===== config.mk =====
export PLATFORM = sky130hd
export DESIGN_NAME = usr_top
export DESIGN_NICKNAME = d
export VERILOG_FILES = /design/src/usr_pkg.sv /design/src/usr_buf2.sv /design/src/usr_stage.sv /design/src/usr_top.sv
export SDC_FILE = /design/constraint.sdc
export NUM_CORES = 1
export LEC_CHECK = 0
export CORE_UTILIZATION = 33
export CTS_BUF_LIST = sky130_fd_sc_hd__clkbuf_2 sky130_fd_sc_hd__clkbuf_4 sky130_fd_sc_hd__clkbuf_8
export DETAILED_ROUTE_END_ITERATION = 10
export DONT_BUFFER_PORTS = 1
export HOLD_SLACK_MARGIN = 0.12
export PLACE_DENSITY = 0.57
export SYNTH_ARGS = -nofsm -noshare
export SYNTH_HDL_FRONTEND = slang
export SYNTH_HIERARCHICAL = 1
export SYNTH_SLANG_ARGS = --single-unit
export TNS_END_PERCENT = 5

===== constraint.sdc =====
create_clock -name i_clk -period 2.52 [get_ports i_clk]
set_input_delay 0.378 -clock i_clk [delete_from_list [all_inputs] [get_ports i_clk]]
set_output_delay 0.378 -clock i_clk [all_outputs]
set_load 0.01 [all_outputs]

===== src/usr_pkg.sv =====
// shared constants and types of the universal shift register block
package usr_pkg;

	// ************************************************************
	// word and bus geometry
	// ************************************************************
	localparam int USR_WIDTH = 8;
	localparam int USR_CNT_WIDTH = 16;
	localparam int USR_ADR_WIDTH = 8;

	// ************************************************************
	// operations, coded as {mode_sel_hi, mode_sel_lo}
	// ************************************************************
	typedef enum logic [1:0] {
		USR_HOLD = 2'b00,
		USR_SHR = 2'b01,
		USR_SHL = 2'b10,
		USR_LOAD = 2'b11
	} usr_mode_t;

	// ************************************************************
	// register offsets (byte addresses)
	// ************************************************************
	localparam logic [7:0] USR_OFS_CTRL = 8'h00;
	localparam logic [7:0] USR_OFS_STATUS = 8'h04;
	localparam logic [7:0] USR_OFS_LOADS = 8'h08;

	// ************************************************************
	// field positions and reset values
	// ************************************************************
	localparam int USR_CTRL_CAPTURE_BIT = 0;
	localparam int USR_STAT_WORD_LSB = 0;
	localparam int USR_STAT_MODE_LSB = 8;
	localparam int USR_STAT_DRIVE_BIT = 10;
	localparam int USR_STAT_FULL_BIT = 11;
	localparam int USR_STAT_OVF_BIT = 12;
	localparam int USR_STAT_OVF_CLR_BIT = 12;
	localparam logic USR_CTRL_RESET = 1'b0;
	localparam logic [15:0] USR_LOADS_RESET = 16'h0000;

endpackage : usr_pkg


===== src/usr_buf2.sv =====
// two-entry buffer with registered outputs and valid/ready on both sides
`timescale 1ns/1ps
module usr_buf2 #(
	parameter int W = 8
) (
	input wire logic i_clk, // system clock
	input wire logic i_reset_n, // async reset, active low
	input wire logic i_in_valid, // word offered
	input wire logic [W-1:0] i_in_data, // word offered
	output logic o_in_ready, // room for a word
	output logic o_out_valid, // word available
	output logic [W-1:0] o_out_data, // word available
	input wire logic i_out_ready // receiver takes word
);

	typedef struct packed {
		logic out_valid;
		logic [W-1:0] out_data;
		logic spare_valid;
		logic [W-1:0] spare_data;
	} usr_buf2_state_t;

	usr_buf2_state_t state;
	usr_buf2_state_t next_state;

	always_comb begin
		logic take;
		logic give;
		take = i_in_valid && !state.spare_valid;
		give = state.out_valid && i_out_ready;
		next_state = state;
		if (give || !state.out_valid) begin
			// the spare word always leaves first to keep order
			if (state.spare_valid) begin
				next_state.out_valid = 1'b1;
				next_state.out_data = state.spare_data;
				next_state.spare_valid = take;
				next_state.spare_data = i_in_data;
			end else begin
				next_state.out_valid = take;
				next_state.out_data = i_in_data;
			end
		end else if (take) begin
			next_state.spare_valid = 1'b1;
			next_state.spare_data = i_in_data;
		end
	end

	always_ff @(posedge i_clk or negedge i_reset_n) begin
		if (!i_reset_n) begin
			state <= '0;
		end else begin
			state <= next_state;
		end
	end

	assign o_in_ready = !state.spare_valid;
	assign o_out_valid = state.out_valid;
	assign o_out_data = state.out_data;

endmodule // usr_buf2


===== src/usr_stage.sv =====
// one storage stage of the shift register with its operation mux
`timescale 1ns/1ps
module usr_stage (
	input wire logic i_clk, // system clock
	input wire logic i_clear_n, // async clear, active low
	input wire logic i_step, // one-cycle shift clock rise
	input wire usr_pkg::usr_mode_t i_mode, // selected operation
	input wire logic i_from_lower, // stage n-1 or right serial in
	input wire logic i_from_upper, // stage n+1 or left serial in
	input wire logic i_par, // parallel pin n input
	output logic o_q // stage contents
);

	typedef struct packed {
		logic q;
	} usr_stage_state_t;

	usr_stage_state_t state;
	usr_stage_state_t next_state;

	always_comb begin
		next_state = state;
		if (i_step) begin
			unique case (i_mode)
				usr_pkg::USR_HOLD: next_state.q = state.q;
				usr_pkg::USR_SHR: next_state.q = i_from_lower;
				usr_pkg::USR_SHL: next_state.q = i_from_upper;
				usr_pkg::USR_LOAD: next_state.q = i_par;
			endcase
		end
	end

	always_ff @(posedge i_clk or negedge i_clear_n) begin
		if (!i_clear_n) begin
			state <= '0;
		end else begin
			state <= next_state;
		end
	end

	assign o_q = state.q;

endmodule // usr_stage


===== src/usr_top.sv =====
// eight-stage universal shift register with wishbone status and capture
//
// Behaviour
// - eight edge-triggered stages form one byte
// - master clear low forces all stages low
// - stages change only on shift clock rise
// - both selects low holds the contents
// - both selects high loads pins into stages
// - shift right: serial in to stage 0
// - shift left: serial in to stage 7
// - either enable high floats parallel pins
// - load mode also turns pin drivers off
// - core keeps working while pins float
// - stage 0 and 7 always on taps
//
// Implementation choices: the Wishbone interface to the registers and the register addresses.
`timescale 1ns/1ps
module usr_top (
	input wire logic i_clk, // system clock, 100 MHz
	input wire logic i_reset_n, // async reset, active low
	input wire logic i_master_clear_n, // async stage clear, active low
	input wire logic i_shift_clock, // shift clock, sampled
	input wire logic i_mode_sel_lo, // mode select low bit
	input wire logic i_mode_sel_hi, // mode select high bit
	input wire logic i_out_en_n_a, // pin output enable a, low
	input wire logic i_out_en_n_b, // pin output enable b, low
	input wire logic i_ser_in_right, // shift-right serial input
	input wire logic i_ser_in_left, // shift-left serial input
	input wire logic [7:0] i_par_pin_in, // parallel pin levels
	output logic [7:0] o_par_pin_out, // parallel pin drive value
	output logic o_par_pin_oe, // parallel pin drivers on
	output logic o_tap_first_stage, // stage 0 serial tap
	output logic o_tap_last_stage, // stage 7 serial tap
	output logic o_load_ready, // capture buffer has room
	output logic o_word_valid, // captured word available
	output logic [7:0] o_word_data, // captured word
	input wire logic i_word_ready, // receiver takes word
	input wire logic i_wb_cyc, // wishbone cycle
	input wire logic i_wb_stb, // wishbone strobe
	input wire logic i_wb_we, // wishbone write
	input wire logic [7:0] i_wb_adr, // wishbone byte address
	input wire logic [3:0] i_wb_sel, // wishbone byte lanes
	input wire logic [31:0] i_wb_dat, // wishbone write data
	output logic [31:0] o_wb_dat, // wishbone read data
	output logic o_wb_ack // wishbone acknowledge
);

	// ************************************************************
	// state
	// ************************************************************
	typedef struct packed {
		logic prev_shift_clock;
		logic drive;
		logic capture_en;
		logic overflow;
		logic [15:0] load_count;
		logic ack;
		logic [31:0] rdata;
	} usr_top_state_t;

	usr_top_state_t state;
	usr_top_state_t next_state;

	usr_pkg::usr_mode_t mode;
	logic step;
	logic clear_n;
	logic [7:0] stage;
	logic push;
	logic buf_in_ready;
	logic bus_req;
	logic bus_wr;

	assign mode = usr_pkg::usr_mode_t'({i_mode_sel_hi, i_mode_sel_lo});
	assign step = i_shift_clock && !state.prev_shift_clock;
	// clear path
	// the clear must act without the clock, so it joins the async reset
	assign clear_n = i_reset_n && i_master_clear_n;
	assign bus_req = i_wb_cyc && i_wb_stb && !state.ack;
	// writes land at the edge where the master sees ack, not before
	assign bus_wr = i_wb_cyc && i_wb_stb && state.ack && i_wb_we &&
		i_wb_sel[0];
	assign push = step && (mode == usr_pkg::USR_LOAD) && state.capture_en;

	// ************************************************************
	// storage stages
	// ************************************************************
	// eight stages
	genvar g;
	generate
		for (g = 0; g < usr_pkg::USR_WIDTH; g++) begin : g_stage
			logic lower;
			logic upper;
			if (g == 0) begin : g_lo_end
				assign lower = i_ser_in_right;
			end else begin : g_lo_mid
				assign lower = stage[g-1];
			end
			if (g == usr_pkg::USR_WIDTH - 1) begin : g_hi_end
				assign upper = i_ser_in_left;
			end else begin : g_hi_mid
				assign upper = stage[g+1];
			end
			usr_stage u_stage (
				.i_clk(i_clk),
				.i_clear_n(clear_n),
				.i_step(step),
				.i_mode(mode),
				.i_from_lower(lower),
				.i_from_upper(upper),
				.i_par(i_par_pin_in[g]),
				.o_q(stage[g])
			);
		end
	endgenerate

	// ************************************************************
	// capture buffer for loaded words
	// ************************************************************
	// a load with no room is still performed on the stages; only the
	// copy for the receiver is lost and flagged
	usr_buf2 #(
		.W(usr_pkg::USR_WIDTH)
	) u_buf (
		.i_clk(i_clk),
		.i_reset_n(i_reset_n),
		.i_in_valid(push),
		.i_in_data(i_par_pin_in),
		.o_in_ready(buf_in_ready),
		.o_out_valid(o_word_valid),
		.o_out_data(o_word_data),
		.i_out_ready(i_word_ready)
	);

	// ************************************************************
	// next state
	// ************************************************************
	always_comb begin
		next_state = state;
		next_state.prev_shift_clock = i_shift_clock;
		next_state.drive = !i_out_en_n_a && !i_out_en_n_b &&
			(mode != usr_pkg::USR_LOAD);
		// load counter: a clear write and a load in the same cycle leave the count at 1
		if (bus_wr && i_wb_adr == usr_pkg::USR_OFS_LOADS) begin
			next_state.load_count = usr_pkg::USR_LOADS_RESET;
		end
		if (step && mode == usr_pkg::USR_LOAD) begin
			if (bus_wr && i_wb_adr == usr_pkg::USR_OFS_LOADS) begin
				next_state.load_count = 16'h0001;
			end else begin
				next_state.load_count = state.load_count + 16'h0001;
			end
		end
		if (bus_wr && i_wb_adr == usr_pkg::USR_OFS_CTRL) begin
			next_state.capture_en =
				i_wb_dat[usr_pkg::USR_CTRL_CAPTURE_BIT];
		end
		if (bus_wr && i_wb_adr == usr_pkg::USR_OFS_STATUS &&
			i_wb_dat[usr_pkg::USR_STAT_OVF_CLR_BIT]) begin
			next_state.overflow = 1'b0;
		end
		// overflow set wins over its clear
		if (push && !buf_in_ready) begin
			next_state.overflow = 1'b1;
		end
		next_state.ack = bus_req;
		next_state.rdata = 32'h0000_0000;
		if (bus_req && !i_wb_we) begin
			unique case (i_wb_adr)
				usr_pkg::USR_OFS_CTRL: begin
					next_state.rdata[usr_pkg::USR_CTRL_CAPTURE_BIT] =
						state.capture_en;
				end
				usr_pkg::USR_OFS_STATUS: begin
					next_state.rdata[usr_pkg::USR_STAT_WORD_LSB +: 8] =
						stage;
					next_state.rdata[usr_pkg::USR_STAT_MODE_LSB +: 2] =
						mode;
					next_state.rdata[usr_pkg::USR_STAT_DRIVE_BIT] =
						state.drive;
					next_state.rdata[usr_pkg::USR_STAT_FULL_BIT] =
						!buf_in_ready;
					next_state.rdata[usr_pkg::USR_STAT_OVF_BIT] =
						state.overflow;
				end
				usr_pkg::USR_OFS_LOADS: begin
					next_state.rdata[15:0] = state.load_count;
				end
				default: begin
					next_state.rdata = 32'h0000_0000;
				end
			endcase
		end
	end

	always_ff @(posedge i_clk or negedge i_reset_n) begin
		if (!i_reset_n) begin
			state.prev_shift_clock <= 1'b0;
			state.drive <= 1'b0;
			state.capture_en <= usr_pkg::USR_CTRL_RESET;
			state.overflow <= 1'b0;
			state.load_count <= usr_pkg::USR_LOADS_RESET;
			state.ack <= 1'b0;
			state.rdata <= 32'h0000_0000;
		end else begin
			state <= next_state;
		end
	end

	// ************************************************************
	// outputs
	// ************************************************************
	// pins carry stages
	assign o_par_pin_out = stage;
	assign o_par_pin_oe = state.drive;
	assign o_tap_first_stage = stage[0];
	assign o_tap_last_stage = stage[usr_pkg::USR_WIDTH-1];
	// room left in the capture buffer
	assign o_load_ready = buf_in_ready;
	assign o_wb_ack = state.ack;
	assign o_wb_dat = state.rdata;

	// ************************************************************
	// assertions
	// ************************************************************
	property p_clear_zero;
		@(posedge i_clk) disable iff (!i_reset_n)
		(!i_master_clear_n)[*2] |-> stage == 8'h00;
	endproperty
	a_clear_zero: assert property (p_clear_zero)
		else $error("stages not cleared under master clear");

	property p_no_step_stable;
		@(posedge i_clk) disable iff (!clear_n)
		!step ##1 i_master_clear_n |-> $stable(stage);
	endproperty
	a_no_step_stable: assert property (p_no_step_stable)
		else $error("stages changed without a shift clock rise");

	property p_hold;
		@(posedge i_clk) disable iff (!clear_n)
		step && mode == usr_pkg::USR_HOLD ##1 i_master_clear_n
			|-> $stable(stage);
	endproperty
	a_hold: assert property (p_hold)
		else $error("hold mode changed the stages");

	property p_load;
		@(posedge i_clk) disable iff (!clear_n)
		step && mode == usr_pkg::USR_LOAD ##1 i_master_clear_n
			|-> stage == $past(i_par_pin_in);
	endproperty
	a_load: assert property (p_load)
		else $error("parallel load took wrong value");

	property p_shr;
		@(posedge i_clk) disable iff (!clear_n)
		step && mode == usr_pkg::USR_SHR ##1 i_master_clear_n
			|-> stage == {$past(stage[6:0]), $past(i_ser_in_right)};
	endproperty
	a_shr: assert property (p_shr)
		else $error("shift right gave wrong word");

	property p_shl;
		@(posedge i_clk) disable iff (!clear_n)
		step && mode == usr_pkg::USR_SHL ##1 i_master_clear_n
			|-> stage == {$past(i_ser_in_left), $past(stage[7:1])};
	endproperty
	a_shl: assert property (p_shl)
		else $error("shift left gave wrong word");

	property p_oe_off;
		@(posedge i_clk) disable iff (!i_reset_n)
		i_out_en_n_a || i_out_en_n_b |=> !o_par_pin_oe;
	endproperty
	a_oe_off: assert property (p_oe_off)
		else $error("pins driven while an enable is high");

	property p_load_off;
		@(posedge i_clk) disable iff (!i_reset_n)
		mode == usr_pkg::USR_LOAD |=> !o_par_pin_oe;
	endproperty
	a_load_off: assert property (p_load_off)
		else $error("pins driven in load mode");

	property p_oe_on;
		@(posedge i_clk) disable iff (!i_reset_n)
		!i_out_en_n_a && !i_out_en_n_b &&
			mode != usr_pkg::USR_LOAD |=> o_par_pin_oe;
	endproperty
	a_oe_on: assert property (p_oe_on)
		else $error("pins not driven while enabled");

	property p_taps;
		@(posedge i_clk) disable iff (!clear_n)
		step && mode == usr_pkg::USR_SHR ##1 i_master_clear_n
			|-> o_tap_first_stage == $past(i_ser_in_right) &&
			o_tap_last_stage == $past(stage[6]);
	endproperty
	a_taps: assert property (p_taps)
		else $error("taps did not follow the shifted word");

	property p_clear_now;
		@(posedge i_clk) disable iff (!i_reset_n)
		!i_master_clear_n |-> o_par_pin_out == 8'h00 &&
			!o_tap_first_stage && !o_tap_last_stage;
	endproperty
	a_clear_now: assert property (p_clear_now)
		else $error("outputs not low while master clear is low");

	// ack lasts one cycle even if the strobe stays up
	property p_ack_pulse;
		@(posedge i_clk) disable iff (!i_reset_n)
		o_wb_ack |=> !o_wb_ack;
	endproperty
	a_ack_pulse: assert property (p_ack_pulse)
		else $error("bus acknowledge longer than one cycle");

	property p_ovf_set;
		@(posedge i_clk) disable iff (!i_reset_n)
		push && !buf_in_ready |=> state.overflow;
	endproperty
	a_ovf_set: assert property (p_ovf_set)
		else $error("lost capture did not set overflow");

	property p_word_hold;
		@(posedge i_clk) disable iff (!i_reset_n)
		o_word_valid && !i_word_ready |=>
			o_word_valid && $stable(o_word_data);
	endproperty
	a_word_hold: assert property (p_word_hold)
		else $error("captured word changed before it was taken");

	c_load: cover property (@(posedge i_clk) disable iff (!clear_n)
		step && mode == usr_pkg::USR_LOAD);
	c_shift_floating: cover property (@(posedge i_clk)
		disable iff (!clear_n)
		step && mode == usr_pkg::USR_SHL && !o_par_pin_oe);
	c_overflow: cover property (@(posedge i_clk)
		disable iff (!i_reset_n) push && !buf_in_ready);
	c_word_taken: cover property (@(posedge i_clk)
		disable iff (!i_reset_n) o_word_valid && i_word_ready);

endmodule // usr_top


==> summary.md, run 1 <==
| Metric | Value |
|---|---|
| Outcome | `finished, violations left` |
| Failing checks | `design-rule violations` |
| CORE AREA | `10300 um^2` |
| Share of cells above drive strength 1 | `0.109` |
| Synth Flop Type | `dfrtp_1` |
| Area grow syn2layout | `3.60%` |
| Top-count cell post-synth | `dfrtp_1` |
| CTS Buf Count | `9` |
| Critical-path maximum fanout | `8` |
| Clock buffer depth | `2` |
| Final setup viols | `0` |
| Syn_area_per_cell | `9.76 um^2` |
| Fin util | `0.350` |
| Initial DRC Count | `150` |
| Clock Power Share | `0.393` |
| Largest area contributor in the netlist | `dfrtp_1` |
| RSZ-0062 raised after global routing | `false` |
| Slew @ Worst Pin | `579 ps` |
| WP data required | `2750 ps` |
| Final GP Congestion | `0.794` |
| Worst Hold Path Cells | `1` |
| Clk root buf | `clkbuf_8` |
| Int Pwr | `1.75 mW` |
| Fmax | `514 MHz` |
| Switching Fraction | `0.278` |
| Die width | `105 um` |
| Final min period | `1950 ps` |
| Top-area cell type share of the netlist area | `0.454` |
| Top post-synthesis cells by area | `dfrtp_1 (45%), buf_4 (11%), mux2i_1 (7.2%)` |
| Worst IR Drop VDD | `180 uV` |
| Setup Buffers After CTS | `0` |
| Final net count | `401` |
| Critical path class | `flop to flop` |
| Maximum number of pins on one net before global-route repair | `57` |
| Reg2reg setup slack | `570 ps` |
| Initial antenna violation count | `0` |
| Reg2reg end | `u_buf/state[7]` |
| Max Cap Viol | `0` |
| Clk_lat worst skew | `340 ps` |
| Post-Syn Area | `3480 um^2` |
| Period utilization | `0.773` |
| Reg power frac | `0.514` |
| Worst Hold Path EP | `u_buf/state[7]` |
| H-tree Lvls | `3` |
| LEAKAGE | `1.53 nW` |
| Comb pwr share | `0.094` |
| Slew HR | `0.614` |
| CTS tree | `built` |
| Io pins | `120` |
| Slew Viols, Final | `0` |
| Mapped Cells | `356` |
| First-pass GRT wire length | `12200 um` |
| Count of different cell masters after synthesis | `44` |
| Sink Count | `63` |
| Via count | `2383` |
| PortBufs | `0` |
| Routed WL per cell | `15.7 um` |
| Setup_tns | `0 ps` |
| HPWL after DPL | `5070 um` |
| FF+latch count, synth | `63` |
| Hold Crit Class | `primary input to flop` |
| Final hold vios | `0` |
| Hold Path Origin | `i_par_pin_in[7]` |
| Asr flop ratio synth | `1.00` |
| Die area | `10900 um^2` |
| Clk_skew | `5.99 ps` |
| Post-route ant nets | `0` |
| Sequential area share after synthesis | `0.454` |
| Vias per inst | `5.02` |
| Worst Setup End Kind | `flop` |
| Data arrival time of the worst path | `2170 ps` |
| Row Count | `37` |
| Clock Pin Slew Worst Setup and Hold Paths | `70 ps` |
| Synth Warn # | `6` |
| R2R cell count | `5` |
| Drt total wl | `7450 um` |
| Gr usage total | `0.144` |
| Number of iterations in the first detailed-routing pass | `7` |
| Gr ovfl total | `0` |
| Synth cell count leaders | `dfrtp_1 (63), buf_4 (49), nor2_1 (36)` |
| EDFF count, synth | `0` |
| Net load switching power | `673 uW` |
| Starting Density | `0.338` |
| Remaining DRCs | `2` |
| Vias in the first global route | `2275` |
| Die Y | `105 um` |
| Power Dens Cells | `673 nW/um^2` |
| CP Launch Type | `flop` |
| Crit Reg-Reg Startpoint | `state[52]` |
| N_diodes | `0` |
## final cells by class
class	instances	area, um^2
tap	136	170
sequential	63	1580
inverter	12	45.0
clock inverter	7	87.6
multi-input combinational	236	1480
fill	1061	6680
timing repair buffer	12	123
clock buffer	9	124
## metal layers
metal / GRT usage / part of all wire / vias up
met5: 0 / 0 / -
met4: 0.0584 / 0.0028 / 0
met3: 0.0618 / 0.076 / 2
met2: 0.215 / 0.48 / 68
met1: 0.184 / 0.44 / 1158
li1: - / - / 1155
## through the flow
step	cell area, um^2	std cells	total power [mW]	hold WS, ps	worst slack (ps)
floorplan	3530	371	1.46	82.4	754
global placement	3310	453	1.46	83.9	580
detailed placement	3310	453	1.47	84.0	560
CTS	3600	475	2.46	154	539
global route	3600	475	2.56	151	466
finish	3600	475	2.42	173	573
## worst max-delay path by stage
stage	start	to	slack [ps]
finish	state[52]	u_buf/state[7]	570
CTS	state[52]	u_buf/state[7]	540
global route	state[52]	u_buf/state[7]	470
detailed placement	state[52]	u_buf/state[7]	560
global placement	state[52]	u_buf/state[7]	580
floorplan	i_shift_clock	g_stage[1].u_stage/o_q	750
## power by group through the flow
stage          sequential [mW]  clock [mW]  combinational, mW
2_1_floorplan             1.19           0              0.266
3_3_place_gp              1.26           0              0.191
3_5_place_dp              1.27           0              0.199
4_1_cts                   1.25       0.979              0.231
5_1_grt                   1.27        1.03              0.262
6_report                  1.24       0.951              0.227
## worst max-delay path, cell delays in order, from the launching register on
cell and delay [ps]:
dfrtp_1 380, and4b_1 350, and2_1 310, nand3b_2 240, mux2i_1 220, mux2_1 340
## placed cells by master (no fill, tap or decap), types with 4 or more instances in the layout
master / count
buf_4: 6
nor3_1: 5
clkbuf_8: 9
nand3_1: 11
and2_1: 4
nor2_1: 36
or3_1: 4
a31oi_1: 9
conb_1: 16
dfrtp_1: 63
xnor2_1: 8
and3_1: 5
o21ai_0: 14
clkinv_2: 4
nand4_1: 6
a22oi_1: 17
nor4_1: 6
o221a_2: 8
nand2_1: 27
inv_1: 12
mux2i_1: 25
dlygate4sd3_1: 5
a21oi_1: 11
## sequential cells by signal, indices dropped and copies added (netlist names)
register and cells:
state 19, o_wb_dat 16, u_buf/state 9, g_stage.u_stage/o_q 8
u_buf/o_out_data 8, o_par_pin_oe 1, o_wb_ack 1, u_buf/o_out_valid 1
## what timing repair did
| item | in CTS | in global routing |
|---|---|---|
| hold buffers | 6 | 0 |
| resized for setup | 0 | 0 |
| endpoints found under the hold margin | 65 | 0 |
## cells by family after synthesis
| family | Yosys count | share of synthesized area |
|---|---|---|
| flip-flops | 63 | 0.454 |
| XOR/XNOR | 11 | 0.0277 |
| buffers and inverters | 72 | 0.138 |
| AO/OA/AOI/OAI | 64 | 0.127 |
| adder cells (fa/ha/maj) | 1 | 0.00360 |
| AND/OR/NAND/NOR | 117 | 0.170 |
| other | 1 | 0.00108 |
| multiplexers | 27 | 0.0785 |
Note: power is estimated with default switching activity, not from simulation.
==> run 2: changes to the inputs <==
--- a/config.mk
+++ b/config.mk
@@ -10,7 +10,7 @@
 export DETAILED_ROUTE_END_ITERATION = 10
 export DONT_BUFFER_PORTS = 1
 export HOLD_SLACK_MARGIN = 0.12
-export PLACE_DENSITY = 0.57
+export PLACE_DENSITY = 0.58
 export SYNTH_ARGS = -nofsm -noshare
 export SYNTH_HDL_FRONTEND = slang
 export SYNTH_HIERARCHICAL = 1
==> constraint.sdc (replaced) <==
create_clock -name i_clk -period 1.7 [get_ports i_clk]
set_input_delay 0.255 -clock i_clk [delete_from_list [all_inputs] [get_ports i_clk]]
set_output_delay 0.255 -clock i_clk [all_outputs]
set_load 0.01 [all_outputs]
==> run 2 against run 1 <==
  * The run now ends clean
  * Sequential share of layout area decreased by 4.2 points
  * Setup slack got worse by 560 ps
  * Sequential power up 45%
  * Largest power group unchanged
  * Die area did not move
  * Worst hold slack got worse by 36 ps
  * Utilization up 3.7 points
  * Via count increased by 6.2%
==> summary.md, run 2 (same netlist as run 1, synthesis figures left out) <==
| Metric | Value |
|---|---|
| Outcome | `complete, no violations` |
| Clock buffer depth | `2` |
| Vias in the first global route | `2530` |
| Reg2reg setup slack | `9 ps` |
| Starting Density | `0.338` |
| Worst IR Drop VDD | `314 uV` |
| CP Launch Type | `flop` |
| HPWL after DPL | `5480 um` |
| Worst Setup SP | `state[52]` |
| Data arrival time of the worst path | `1970 ps` |
| Fin cells | `513` |
| CORE AREA | `10300 um^2` |
| H-tree Lvls | `3` |
| Hold Crit Class | `primary input to flop` |
| Die Y | `105 um` |
| Slew Viols, Final | `0` |
| Post-route ant nets | `0` |
| Reg2reg end | `state[48]` |
| Clk root buf | `clkbuf_8` |
| Vias per inst | `4.93` |
| Final hold vios | `0` |
| Most common cell after layout, fill and taps aside | `dfrtp_1` |
| First-pass GRT wire length | `13100 um` |
| Setup_tns | `0 ps` |
| Setup WS pre-CTS | `-118 ps` |
| WP data required | `1980 ps` |
| Drt total wl | `8070 um` |
| Fin util | `0.387` |
| Critical-path maximum fanout | `4` |
| Number of iterations in the first detailed-routing pass | `4` |
| Final net count | `439` |
| Area grow syn2layout | `14.5%` |
| CTS tree | `built` |
| Power Dens Cells | `926 nW/um^2` |
| Clock Pin Slew Worst Setup and Hold Paths | `70 ps` |
| N_diodes | `0` |
| Die width | `105 um` |
| Final min period | `1690 ps` |
| PortBufs | `0` |
| Crit Reg-Reg Startpoint | `state[52]` |
| Final setup viols | `0` |
| Placed cells | `475` |
| Sink Count | `63` |
| CTS Buf Count | `9` |
| Row Count | `37` |
| Worst Hold Path EP | `u_buf/o_out_data[4]` |
| Clk_skew | `5.42 ps` |
| Finished Cell Area | `3980 um^2` |
| Share of cells above drive strength 1 | `0.183` |
| R2R cell count | `4` |
| Hold Path Origin | `i_par_pin_in[4]` |
| Worst Setup End Kind | `flop` |
| RSZ-0062 raised after global routing | `true` |
| Max Cap Viol | `0` |
| LEAKAGE | `1.71 nW` |
| Gr ovfl total | `0` |
| Reg with most FFs | `state` |
| Post-DP Area | `3480 um^2` |
| Initial antenna violation count | `0` |
| Routed WL per cell | `15.7 um` |
| Io pins | `120` |
| Max reg flops | `19` |
| Most frequent cells in the layout | `dfrtp_1 (63), nor2_1 (36), buf_4 (29)` |
| Via count | `2530` |
| Slew @ Worst Pin | `605 ps` |
| Worst Hold Path Cells | `2` |
| Maximum number of pins on one net before global-route repair | `57` |
| Clk_lat worst skew | `350 ps` |
| Gr usage total | `0.156` |
| Slew HR | `0.596` |
| Die area | `10900 um^2` |
| Setup ws final | `8.93 ps` |
| Period utilization | `0.995` |
| Initial DRC Count | `130` |
| Fmax | `591 MHz` |
| Critical path class | `flop to flop` |
| Final GP Congestion | `0.830` |
| Remaining DRCs | `0` |
==> run 2: cell types whose count changed in the layout (fill, tap and decap cells not counted), sizes merged <==
cell         change
buf             +23
bufinv           -1
clkbuf           +4
clkinv           -2
clkinvlp         -1
dlygate4sd3     +15
==> run 2: worst max-delay path by stage <==
stage | end | slack [ps]
CTS | state[48] | 30
global placement | state[48] | -80
detailed placement | state[48] | -120
floorplan | g_stage[1].u_stage/o_q | -50
finish | state[48] | 9
global route | state[46] | -70
==> run 2: routing by layer <==
layer | track usage | part of all wire | wire length (um) | vias up
li1 | - | - | - | 1232
met1 | 0.191 | 0.43 | 3460 | 1213
met2 | 0.238 | 0.47 | 3760 | 72
met3 | 0.0611 | 0.079 | 639 | 13
met4 | 0.0805 | 0.025 | 204 | 0
met5 | 0 | 0 | 0 | -
==> run 2: through the flow <==
step                power, mW  hold WS, ps
global route             3.90          120
floorplan                2.16        -40.6
finish                   3.69          137
global placement         2.23        -39.0
CTS                      3.73          126
detailed placement       2.25        -39.3
==> run 2: final cells by class <==
type / count / area, um^2
fillers: 1024 / 6300
well taps: 136 / 170
clock inverters: 3 / 40.0
clock buffers: 13 / 173
multi-input cells: 236 / 1530
repair buffers: 50 / 445
flip-flops and latches: 63 / 1580
inverters: 12 / 45.0
==> run 2: worst max-delay path, cell delays in order (launching register included) <==
cell,delay (ps)
dfrtp_1,370
nand4b_1,250
or4_4,550
or3_4,340
a21oi_2,110
==> run 2: report_power, final <==
part / internal [mW] / switching [mW] / total [mW] / leakage, nW
logic: 0.257 / 0.248 / 0.505 / 0.769
registers: 1.61 / 0.187 / 1.80 / 0.830
clock network: 0.809 / 0.575 / 1.38 / 0.113
==> run 2: timing repair <==
item,CTS,global route
setup buffers,1,0
hold buffers,21,0
cloned,0,0
pin swaps,1,4
hold endpoints to repair,88,0
gates resized for setup,3,9
endpoints found under the setup margin,11,39
